--- src/shared/pcwdt_pkg.sv ---
package pcwdt_pkg;
   // register byte offsets
   localparam logic [7:0] PendOffset = 8'h04;
   localparam logic [7:0] MaskStateOffset = 8'h08;
   localparam logic [7:0] MaskClearOffset = 8'h0c;
   localparam logic [7:0] MaskSetOffset = 8'h10;
   localparam logic [7:0] RouteMapOffset = 8'h40;
   localparam logic [7:0] ConfigOffset = 8'h90;
   localparam logic [7:0] CountOffset = 8'h94;
   localparam logic [7:0] InitialOffset = 8'h98;
   // configuration field positions
   localparam int CfgEnableBit = 0;
   localparam int CfgTypeLo = 1;
   localparam int CfgTypeHi = 3;
   localparam int CfgDebugContBit = 4;
   localparam int CfgWaitContBit = 5;
   localparam int CfgResetSeenBit = 6;
   // route map and pending field positions
   localparam int MapLineBit = 31;
   localparam int MapNmiBit = 30;
   localparam int MapYieldBit = 29;
   localparam int MapFieldHi = 5;
   localparam int WdPendBit = 0;
   // expiry types
   localparam logic [2:0] TypeSecond = 3'h1;
   localparam logic [2:0] TypeOneShot = 3'h2;
   localparam logic [2:0] TypeInterval = 3'h3;
   // reset values
   localparam logic [31:0] MapReset = 32'h80000000;
   localparam logic [31:0] CountReset = 32'h00000000;
   localparam logic [31:0] InitialReset = 32'h00000000;
   // cluster reset pulse length in cycles
   localparam int ClusterResetCycles = 4;
   localparam logic [2:0] ClusterResetLen = 3'(ClusterResetCycles);
endpackage

--- src/logic/pcwdt_top.sv ---
// How it works
// RQ1 - wait-continue clear: count pauses in wait or low-power states
// RQ2 - debug-continue clear: count pauses while processor in debug mode
// RQ3 - config bits 3:1 pick the expiry action
// RQ4 - type 2: expiry raises interrupt and stops counting
// RQ5 - type 1: first expiry interrupts and reloads, second resets cluster
// RQ6 - type 3: every expiry interrupts, reloads and keeps counting
// RQ7 - counts only while enable bit is one
// RQ8 - each write of one to enable copies initial into current count
// RQ9 - software clears enable, writes initial, then sets enable
// RQ10 - current count at 0x94 is read-only live value
// RQ11 - initial count at 0x98 writable, used for every reload
// RQ12 - interrupt sets pending bit 0 at 0x04
// RQ13 - mask bit 0 at 0x08 gates pending interrupt forwarding
// RQ14 - set-mask 0x10 enables, clear-mask 0x0c disables
// RQ15 - cluster reset ignores the mask bit
// RQ16 - map at 0x40 routes to line, nmi or yield qualifier
// RQ17 - normal mode: map value n drives line n, only 0..5
// RQ18 - external-controller mode: map value driven encoded on six lines
// RQ19 - continue bits live in config register 0x90
// RQ20 - current count is a 32-bit down-counter
// RQ21 - software sets at most one destination-type bit
// RQ22 - one decrement per clock, expiry on transition to zero
//
// Implementation choice: register access over Wishbone.
`timescale 1ns/1ns
module pcwdt_top
   import pcwdt_pkg::*;
(
   // clock and reset
   input wire logic ref_clk,
   input wire logic rst,
   // wishbone slave
   input wire logic wb_cyc_i,
   input wire logic wb_stb_i,
   input wire logic wb_we_i,
   input wire logic [7:0] wb_adr_i,
   input wire logic [3:0] wb_sel_i,
   input wire logic [31:0] wb_dat_i,
   output logic [31:0] wb_dat_o,
   output logic wb_ack_o,
   // processor state pins
   input wire logic waitState,
   input wire logic debugModeFlag,
   input wire logic externalControllerMode,
   // processor interrupt and cluster reset outputs
   output logic [5:0] interruptLines,
   output logic nmiLine,
   output logic [15:0] yieldQualifierLines,
   output logic clusterReset
);
   import pcwdt_pkg::*;

   logic [31:0] countR;
   logic [31:0] initialR;
   logic [31:0] mapR;
   logic enableR;
   logic [2:0] typeR;
   logic debugContR;
   logic waitContR;
   logic armedR;
   logic pendR;
   logic maskR;
   logic [2:0] rstCntR;
   logic ackR;
   logic [31:0] datR;
   logic [1:0] waitSyncR;
   logic [1:0] dbgSyncR;
   logic [1:0] eicSyncR;
   logic wrStb;
   logic wrEnable;
   logic paused;
   logic expire;
   logic fire;
   logic [31:0] wrData;
   logic [31:0] laneMask;
   logic [5:0] mapField;

   // pin inputs through two flops
   always_ff @(posedge ref_clk)
   begin
      if (rst)
      begin
         waitSyncR <= 2'h0;
         dbgSyncR <= 2'h0;
         eicSyncR <= 2'h0;
      end
      else
      begin
         waitSyncR <= {waitSyncR[0], waitState};
         dbgSyncR <= {dbgSyncR[0], debugModeFlag};
         eicSyncR <= {eicSyncR[0], externalControllerMode};
      end
   end

   // bus write strobe, taken once per request
   assign wrStb = wb_cyc_i && wb_stb_i && wb_we_i && !ackR;
   // byte lanes picked by sel; unselected lanes keep their old bits
   assign laneMask = {{8{wb_sel_i[3]}}, {8{wb_sel_i[2]}}, {8{wb_sel_i[1]}}, {8{wb_sel_i[0]}}};
   assign wrData = laneMask & wb_dat_i;
   // destination field of the route map
   assign mapField = mapR[MapFieldHi:0];
   // RQ8 enable write reload
   assign wrEnable = wrStb && wb_adr_i == ConfigOffset && wb_sel_i[0]
                     && wb_dat_i[CfgEnableBit];
   // RQ1 RQ2 pause conditions
   assign paused = (!waitContR && waitSyncR[1]) || (!debugContR && dbgSyncR[1]);
   // RQ22 transition to zero
   assign expire = enableR && !paused && countR == 32'h00000001;
   assign fire = expire && typeR inside {TypeSecond, TypeOneShot, TypeInterval};

   // configuration register fields
   always_ff @(posedge ref_clk)
   begin
      if (rst)
      begin
         enableR <= 1'b0;
         typeR <= 3'h0;
         debugContR <= 1'b0;
         waitContR <= 1'b0;
      end
      else if (wrStb && wb_adr_i == ConfigOffset && wb_sel_i[0])
      begin
         // RQ7 RQ3 RQ19 config fields
         enableR <= wb_dat_i[CfgEnableBit];
         typeR <= wb_dat_i[CfgTypeHi:CfgTypeLo];
         debugContR <= wb_dat_i[CfgDebugContBit];
         waitContR <= wb_dat_i[CfgWaitContBit];
      end
      else if (fire && typeR == TypeOneShot)
      begin
         // RQ4 one-shot halts
         enableR <= 1'b0;
      end
   end

   // RQ11 initial count and route map
   always_ff @(posedge ref_clk)
   begin
      if (rst)
      begin
         initialR <= InitialReset;
         mapR <= MapReset;
      end
      else if (wrStb)
      begin
         if (wb_adr_i == InitialOffset)
            initialR <= (initialR & ~laneMask) | wrData;
         // RQ16 map register write
         if (wb_adr_i == RouteMapOffset)
            mapR <= ((mapR & ~laneMask) | wrData) & 32'he000003f;
      end
   end

   // RQ20 32-bit down counter
   always_ff @(posedge ref_clk)
   begin
      if (rst)
         countR <= CountReset;
      // RQ8 reload on enable
      else if (wrEnable)
         countR <= initialR;
      // RQ5 RQ6 reload on expiry
      else if (expire && (typeR == TypeSecond || typeR == TypeInterval))
         countR <= initialR;
      // RQ22 decrement per clock
      else if (enableR && !paused && countR != 32'h00000000)
         countR <= countR - 32'h00000001;
   end

   // second-countdown arming and cluster reset pulse
   always_ff @(posedge ref_clk)
   begin
      if (rst)
      begin
         armedR <= 1'b0;
         rstCntR <= 3'h0;
      end
      else
      begin
         if (rstCntR != 3'h0)
            rstCntR <= rstCntR - 3'h1;
         // an expiry in the same cycle as a reload still counts
         if (fire && typeR == TypeSecond)
         begin
            // RQ5 RQ15 second expiry resets cluster, unmasked
            if (armedR)
            begin
               rstCntR <= ClusterResetLen;
               armedR <= 1'b0;
            end
            else
               armedR <= 1'b1;
         end
         // software reload forgives the first expiry
         else if (wrEnable)
            armedR <= 1'b0;
      end
   end

   // RQ12 RQ14 pending and mask bits; set wins over clear
   always_ff @(posedge ref_clk)
   begin
      if (rst)
      begin
         pendR <= 1'b0;
         maskR <= 1'b0;
      end
      else
      begin
         if (fire)
            pendR <= 1'b1;
         else if (wrEnable)
            pendR <= 1'b0;
         if (wrStb && wb_adr_i == MaskSetOffset && wb_sel_i[0] && wb_dat_i[0])
            maskR <= 1'b1;
         else if (wrStb && wb_adr_i == MaskClearOffset && wb_sel_i[0] && wb_dat_i[0])
            maskR <= 1'b0;
      end
   end

   // routed outputs
   always_ff @(posedge ref_clk)
   begin
      if (rst)
      begin
         interruptLines <= 6'h00;
         nmiLine <= 1'b0;
         yieldQualifierLines <= 16'h0000;
         clusterReset <= 1'b0;
      end
      else
      begin
         clusterReset <= rstCntR != 3'h0;
         interruptLines <= 6'h00;
         yieldQualifierLines <= 16'h0000;
         // RQ13 mask gates forwarding
         nmiLine <= pendR && maskR && mapR[MapNmiBit];
         if (pendR && maskR && mapR[MapLineBit])
         begin
            // RQ18 encoded in external mode
            if (eicSyncR[1])
               interruptLines <= mapR[MapFieldHi:0];
            // RQ17 one-hot line select
            else if (mapR[MapFieldHi:0] < 6'h06)
               interruptLines <= 6'h01 << mapR[2:0];
         end
         if (pendR && maskR && mapR[MapYieldBit] && mapR[5:4] == 2'h0)
            yieldQualifierLines <= 16'h0001 << mapR[3:0];
      end
   end

   // RQ10 read mux and ack
   always_ff @(posedge ref_clk)
   begin
      if (rst)
      begin
         ackR <= 1'b0;
         datR <= 32'h00000000;
      end
      else
      begin
         ackR <= wb_cyc_i && wb_stb_i && !ackR;
         case (wb_adr_i)
            PendOffset: datR <= {31'h0, pendR};
            MaskStateOffset: datR <= {31'h0, maskR};
            RouteMapOffset: datR <= mapR;
            ConfigOffset: datR <= {25'h0, armedR, waitContR, debugContR, typeR, enableR};
            CountOffset: datR <= countR;
            InitialOffset: datR <= initialR;
            default: datR <= 32'h00000000;
         endcase
      end
   end

   // bus answer straight from its flops
   assign wb_ack_o = ackR;
   assign wb_dat_o = datR;
endmodule

--- config.mk ---
export PLATFORM = sky130hd
export DESIGN_NAME = pcwdt_top
export DESIGN_NICKNAME = d
export VERILOG_FILES = /design/src/shared/pcwdt_pkg.sv /design/src/logic/pcwdt_top.sv
export SDC_FILE = /design/constraint.sdc
export NUM_CORES = 1
export LEC_CHECK = 0
export ABC_AREA = 1
export BUFFER_PORTS_ARGS = -buffer_cell sky130_fd_sc_hd__clkbuf_2
export CAP_MARGIN = 0
export CORE_UTILIZATION = 57
export CTS_CLUSTER_SIZE = 20
export DETAILED_ROUTE_END_ITERATION = 12
export MAX_ROUTING_LAYER = met4
export PLACE_DENSITY = 0.79
export SLEW_MARGIN = 25
export SYNTH_ARGS = -nofsm -noshare
export SYNTH_HDL_FRONTEND = slang
export SYNTH_SLANG_ARGS = --single-unit
--- constraint.sdc ---
create_clock -name ref_clk -period 2.04 [get_ports ref_clk]
set_input_delay 0.102 -clock ref_clk [delete_from_list [all_inputs] [get_ports ref_clk]]
set_output_delay 0.102 -clock ref_clk [all_outputs]
set_load 0.02 [all_outputs]
==> qor.csv, run 1 <==
stage,metric,value,unit
cells_and_area,Filler cells,975,
cells_and_area,register area,2960,um^2
timing,Final Critical Period,1910,ps
placed_design,GPL Wtd Cong,0.944,
setup_path,worst r2r dst,countR[28],
clocking,TritonCTS clock tree,done,
global_route,largest net degree at the start of global routing,51,
hold_path,hold path cells,2,
synthesis,post-synthesis xor/xnor area fraction,0.0209,
floorplanning,die width,114,um
floorplanning,I/O pins,109,
setup_path,CP max FO,19,
clocking,latest clock arrival within the worst-skew pair,430,ps
synthesis,adder-cell area share of the yosys netlist,0.00704,
route,antenna-violating nets left,0,
synthesis,largest family of logic cells by synthesized area,simple AND/OR/NAND/NOR gates,
power,Peak VDD IR,0.862,mV
setup_path,Arrival @ worst endpoint,2240,ps
synthesis,mux cell area share after synthesis,0,
placed_design,Port Buffers,108,
hold_path,Hold Crit Endpoint,countR[30],
clocking,Clock Tree Root,clkbuf_16,
setup_path,endpoint class of the critical path,flip-flop,
cells_and_area,area of the multi-input gates,3460,um^2
route,vias per cell,5.49,
synthesis,synthesized-area fraction occupied by and/or/nand/nor cells,0.353,
global_route,first-pass GRT wire length,32700,um
cells_and_area,Nets,1251,
floorplanning,Core Region,12100,um^2
placed_design,Cells after DPL,1301,
setup_path,R2R depth,14,
cells_and_area,Area growth syn-to-layout,27.1,%
setup_path,Top Family by Delay on Critical Path,buffers and inverters,
global_route,GRT Util Overall,0.332,
setup_path,CP required,2370,ps
synthesis,Cells after Synth,1021,
timing,Max-slew headroom,0.655,
timing,Tcrit/Tclk final,0.937,
setup_path,CP Buf/Inv Count,5,
route,Routed WL,20600,um
setup_path,CP Cell Sequence,inv_1 -> ha_1 -> nand2_2 -> nor2_4 -> nand2_2 -> buf_4 -> o21ai_4 -> buf_4 -> clkbuf_16 -> a21oi_1 -> nand2_1 -> nand3_1 -> nand2_1 -> inv_1,
floorplanning,Die Ht,114,um
hold_path,hold path startpoint,rst,
timing,Final setup viols,0,
synthesis,Synth Area in Compound Gates,0.103,
global_route,initial antenna violation count,0,
setup_path,crit start category,flip-flop,
route,DRC Markers,0,
power,Pwr Density,688,nW/um^2
setup_path,WS Path Type,flip-flop to flip-flop,
setup_path,CP max stage cell,dfxtp_1,
timing,"Slew Viols, Final",0,
power,Sw Pwr,1.52,mW
synthesis,Syn Nets,1077,
timing,Least-Margin Pin Slew,517,ps
synthesis,register bit total from synthesis,148,
clocking,total CTS buffers,17,
floorplanning,starting density of the core,0.589,
power,Comb pwr share,0.060,
power,sequential share of power,0.475,
global_route,vias in the first global route,6892,
clocking,CTS H-tree depth,4,
flow_run,max-cap viol count,0,
setup_path,reg2reg setup slack,130,ps
route,detailed-router iteration count before antenna repair,5,
power,Pleak,4.30,nW
synthesis,sequential area share after synthesis,0.417,
timing,Fin. Hold Viols,0,
status,outcome,finished clean,
setup_path,max incr delay on CP,320,ps
route,initial DRC count,530,
cells_and_area,antenna cell count,0,
cells_and_area,most frequent cells in the layout,"nand2_1, nor2_1, dfxtp_1",
clocking,clk sinks,148,
cells_and_area,"commonest non-fill, non-tap cell in the layout",nand2_1,
floorplanning,die footprint,12900,um^2
timing,Setup TNS,0,ps
synthesis,Syn Area/Cell,6.96,um^2
cells_and_area,post-route insts no fill,1376,
cells_and_area,layout cells sized above 1,0.209,
global_route,grt total ovfl,0,
power,Clock Power Share,0.465,
clocking,Max Buffers Root-to-Sink,2,
placed_design,DP HPWL,13400,um
power,Cell Int Power,4.70,mW
synthesis,Post-Syn Area,7110,um^2
timing,FMAX,523,MHz
route,Vias,7559,
timing,Clock Skews,9.40,ps
hold_path,Hold Path Class,input port to flip-flop,
clocking,clock-pin transition on the worst setup and hold timing paths,60,ps
synthesis,Cell variety after synth,40,
floorplanning,row count,40,
setup_path,r2r startpoint,countR[0],
power,switch share,0.244,
route,routed wire length per instance,15.0,um
timing,RSZ-0062 raised after global routing,no,
synthesis,Syn. warnings,0,
==> per-layer routing <==
layer | GRT usage | wire length (um) | vias up
met5 | - | 0 | -
met4 | 0.139 | 629 | 0
met3 | 0.0648 | 1340 | 71
met2 | 0.553 | 10100 | 340
met1 | 0.393 | 8550 | 3487
li1 | - | - | 3661
==> cells in the mapped netlist, drive strengths merged <==
cell type	instances	area, um^2
nor3b	1	7.51
a221oi	2	17.5
a22oi	2	15.0
a211oi	2	15.0
nand2	207	850
nor4	1	6.26
a32o	1	10.0
nor2	190	781
a21oi	60	300
nand3b	4	30.0
o22ai	4	25.0
ha	4	50.1
clkinv	2	8.75
o21bai	4	30.0
nand3	76	390
xnor2	2	17.5
a31oi	4	25.0
inv	116	435
nor3	19	95.1
o21ai	55	287
nand4	56	350
dfxtp	148	2960
o211ai	1	7.51
xor2	15	131
clkbuf	23	86.3
buf	22	174
==> logic make-up after synthesis <==
group / after synthesis
compound gates: 135
xor+xnor: 17
fa+ha+maj: 4
buf+inv: 163
flops: 148
simple gates: 554
==> layout make-up <==
class / count / area share
repair buffers: 200 / 0.156
flip-flops and latches: 148 / 0.328
multi-input cells: 710 / 0.383
well taps: 168 / 0.0233
clock buffers: 19 / 0.0490
inverters: 118 / 0.0492
clock inverters: 13 / 0.0111
==> power groups by stage <==
stage	clock network [mW]	logic [mW]	registers [mW]
2_1_floorplan	0	0.184	3.02
3_3_place_gp	0	0.300	3.02
3_5_place_dp	0	0.309	3.02
4_1_cts	2.89	0.368	2.95
5_1_grt	3.03	0.421	2.96
6_report	2.89	0.373	2.95
==> timing repair <==
item,CTS,global route
hold endpoints to repair,45,0
pin swaps,0,1
gates cloned,0,3
hold buffers,37,0
buffers inserted,0,3
gates resized for setup,1,5
endpoints found under the setup margin,3,13
==> per-stage QoR <==
step	instance area [um^2]	hold slack (ps)	power, mW	utilization	worst slack, ps
after floorplan	7110	180	3.21	-	321
after global placement	8000	294	3.32	0.663	99.2
after detailed placement	8000	298	3.33	0.663	10.5
after CTS	8920	14.1	6.21	0.739	133
after global routing	9030	46.3	6.41	0.749	37.6
final	9030	31.8	6.22	0.749	128
==> worst max-delay path by stage <==
| stage | from | end | slack (ps) | depth (start not counted) |
|---|---|---|---|---|
| final | countR[0] | countR[28] | 130 | 14 |
| after CTS | countR[14] | countR[13] | 130 | 11 |
| after detailed placement | countR[0] | countR[2] | 10 | 12 |
| after floorplan | countR[0] | countR[16] | 320 | 12 |
| after global placement | countR[0] | countR[7] | 100 | 12 |
| after global routing | debugContR | countR[26] | 40 | 13 |
Power figures use the tool's default switching activity.
==> inputs of run 2 (changes only) <==
GPL_TIMING_DRIVEN = 0   (was default)
==> qor.csv, run 2 (synthesis gave the netlist of run 1 again) <==
stage,metric,value,unit,change
status,outcome,finished clean,,unchanged
timing,FMAX,510,MHz,was 523 MHz
setup_path,reg2reg setup slack,80,ps,was 130 ps
route,routed wire length per instance,16.0,um,was 15.0 um
setup_path,r2r startpoint,countR[18],,was countR[0]
timing,setup ws final,79.2,ps,was 128 ps
setup_path,max incr delay on CP,390,ps,was 320 ps
timing,"Slew Viols, Final",0,,unchanged
floorplanning,Core Region,12100,um^2,unchanged
route,Routed WL,21900,um,was 20600 um
floorplanning,starting density of the core,0.589,,unchanged
timing,Max-slew headroom,0.525,,was 0.655
setup_path,worst r2r dst,countR[27],,was countR[28]
route,vias per cell,5.44,,was 5.49
setup_path,Most Frequent Cell on Critical Path,nor2_1,,
setup_path,Worst setup startpoint,countR[18],,was countR[0]
clocking,clock-pin transition on the worst setup and hold timing paths,60,ps,about the same
clocking,total CTS buffers,17,,unchanged
power,Pleak,4.16,nW,was 4.30 nW
floorplanning,I/O pins,109,,unchanged
hold_path,Hold Path Class,input port to flip-flop,,unchanged
setup_path,R2R depth,10,,was 14
global_route,GRT Util Overall,0.359,,was 0.332
route,DRC Markers,0,,unchanged
cells_and_area,most frequent cells in the layout,"nand2_1, nor2_1, dfxtp_1",,unchanged
hold_path,hold path startpoint,wb_dat_i[0],,was rst
setup_path,endpoint class of the critical path,flip-flop,,unchanged
floorplanning,Die Ht,114,um,unchanged
setup_path,CP Cell Sequence,nor2_1 -> nand2_1 -> nor2_1 -> nand3_1 -> inv_1 -> nand3_1 -> nand3_1 -> nor2_1 -> nor2_1 -> nor2_1,,was inv_1 -> ha_1 -> nand2_2 -> nor2_4 -> nand2_2 -> buf_4 -> o21ai_4 -> buf_4 -> clkbuf_16 -> a21oi_1 -> nand2_1 -> nand3_1 -> nand2_1 -> inv_1
timing,Least-Margin Pin Slew,713,ps,was 517 ps
timing,Fin. Hold Viols,0,,unchanged
placed_design,GPL Wtd Cong,0.971,,was 0.944
placed_design,dpl ws,-92.4,ps,was 10.5 ps
global_route,vias in the first global route,7271,,was 6892
placed_design,Port Buffers,108,,unchanged
clocking,Clock Tree Root,clkbuf_16,,unchanged
power,total power,6.39,mW,was 6.22 mW
route,antenna-violating nets left,0,,unchanged
clocking,Max Buffers Root-to-Sink,2,,unchanged
setup_path,CP max FO,6,,was 19
power,Peak VDD IR,0.574,mV,was 0.862 mV
setup_path,Top Family by Delay on Critical Path,simple AND/OR/NAND/NOR gates,,was buffers and inverters
clocking,latest clock arrival within the worst-skew pair,430,ps,about the same
placed_design,DP HPWL,14900,um,was 13400 um
cells_and_area,Nets,1246,,was 1251
power,Pwr Density,717,nW/um^2,was 688 nW/um^2
floorplanning,die footprint,12900,um^2,unchanged
global_route,first-pass GRT wire length,34700,um,was 32700 um
setup_path,crit start category,flip-flop,,unchanged
route,Vias,7460,,was 7559
setup_path,CP max stage cell,dfxtp_1,,unchanged
cells_and_area,post-route insts no fill,1371,,was 1376
global_route,grt total ovfl,0,,unchanged
clocking,TritonCTS clock tree,done,,unchanged
setup_path,Arrival @ worst endpoint,2250,ps,was 2240 ps
setup_path,Setup crit end,countR[27],,was countR[28]
global_route,largest net degree at the start of global routing,17,,was 51
setup_path,Stages on worst setup path,10,,was 14
setup_path,CP required,2330,ps,was 2370 ps
timing,Tcrit/Tclk final,0.961,,was 0.937
cells_and_area,"commonest non-fill, non-tap cell in the layout",nand2_1,,unchanged
cells_and_area,antenna cell count,0,,unchanged
route,initial DRC count,606,,was 530
setup_path,WS Path Type,flip-flop to flip-flop,,unchanged
placed_design,Cells after DPL,1297,,was 1301
timing,Final Critical Period,1960,ps,was 1910 ps
cells_and_area,layout cells sized above 1,0.189,,was 0.209
cells_and_area,Area growth syn-to-layout,25.3,%,was 27.1%
timing,Final setup viols,0,,unchanged
setup_path,CP Buf/Inv Count,1,,was 5
floorplanning,row count,40,,unchanged
timing,Clock Skews,9.52,ps,was 9.40 ps
clocking,CTS H-tree depth,4,,unchanged
flow_run,max-cap viol count,0,,unchanged
floorplanning,die width,114,um,unchanged
clocking,clk sinks,148,,unchanged
global_route,initial antenna violation count,0,,unchanged
route,detailed-router iteration count before antenna repair,5,,unchanged
[run 2: cell types whose count changed in the layout (fill, tap and decap cells not counted), moves of 3 or more]
cell and delta:
buf_4 -43, clkbuf_1 +20, buf_2 +9, buf_6 +4, clkbuf_16 -3, dlygate4sd3_1 +3
nor2_1 -3
[run 2: layout make-up]
class                   instances  area (um^2)
multi-input cells             710         3490
fillers                      1017         3150
flip-flops and latches        148         2960
repair buffers                150          956
clock buffers                  20          457
inverters                     118          444
plain buffers                  45          274
well taps                     168          210
clock inverters                12          120
[run 2: worst min-delay path by stage]
| stage | cells after the start | slack (ps) | to |
|---|---|---|---|
| finish | 3 | 40 | flip-flop |
| global route | 3 | 50 | flip-flop |
| CTS | 3 | 20 | flip-flop |
| detailed placement | 3 | 300 | eicSyncR[0] |
| global placement | 3 | 300 | waitSyncR[0] |
| floorplan | 1 | 180 | typeR[1] |
[run 2: what timing repair did]
item | 4_1_cts | 5_1_grt
endpoints found under the hold margin | 48 | 0
setup buffers | 0 | 2
pin swaps | 0 | 4
resized for setup | 2 | 22
hold buffers | 40 | 0
gates cloned | 0 | 0
endpoints found under the setup margin | 9 | 33
[run 2: report_power, final]
| group | switching (mW) | internal, mW | total [mW] |
|---|---|---|---|
| logic | 0.221 | 0.164 | 0.385 |
| clock network | 1.28 | 1.76 | 3.05 |
| registers | 0.0221 | 2.93 | 2.95 |
| total | 1.53 | 4.86 | 6.39 |
[run 2: metal layers]
| metal | track usage | wire, um | vias up |
|---|---|---|---|
| li1 | - | - | 3668 |
| met1 | 0.404 | 8950 | 3431 |
| met2 | 0.611 | 10800 | 307 |
| met3 | 0.0717 | 1480 | 54 |
| met4 | 0.172 | 687 | 0 |
| met5 | - | 0 | - |
[run 2: worst min-delay path, stage by stage]
cell,delay (ps)
clkbuf_2,160
nand2_1,100
a21oi_1,50
[run 2: stage by stage]
step / TNS (ps) / instance area (um^2) / hold WS [ps] / util
3_5_place_dp: -103 / 7860 / 299 / 0.652
5_1_grt: -20.6 / 8910 / 53.7 / 0.739
4_1_cts: 0 / 8840 / 20.7 / 0.733
2_1_floorplan: 0 / 7110 / 180 / -
6_report: 0 / 8910 / 44.4 / 0.739
3_3_place_gp: -74.6 / 7860 / 296 / 0.652
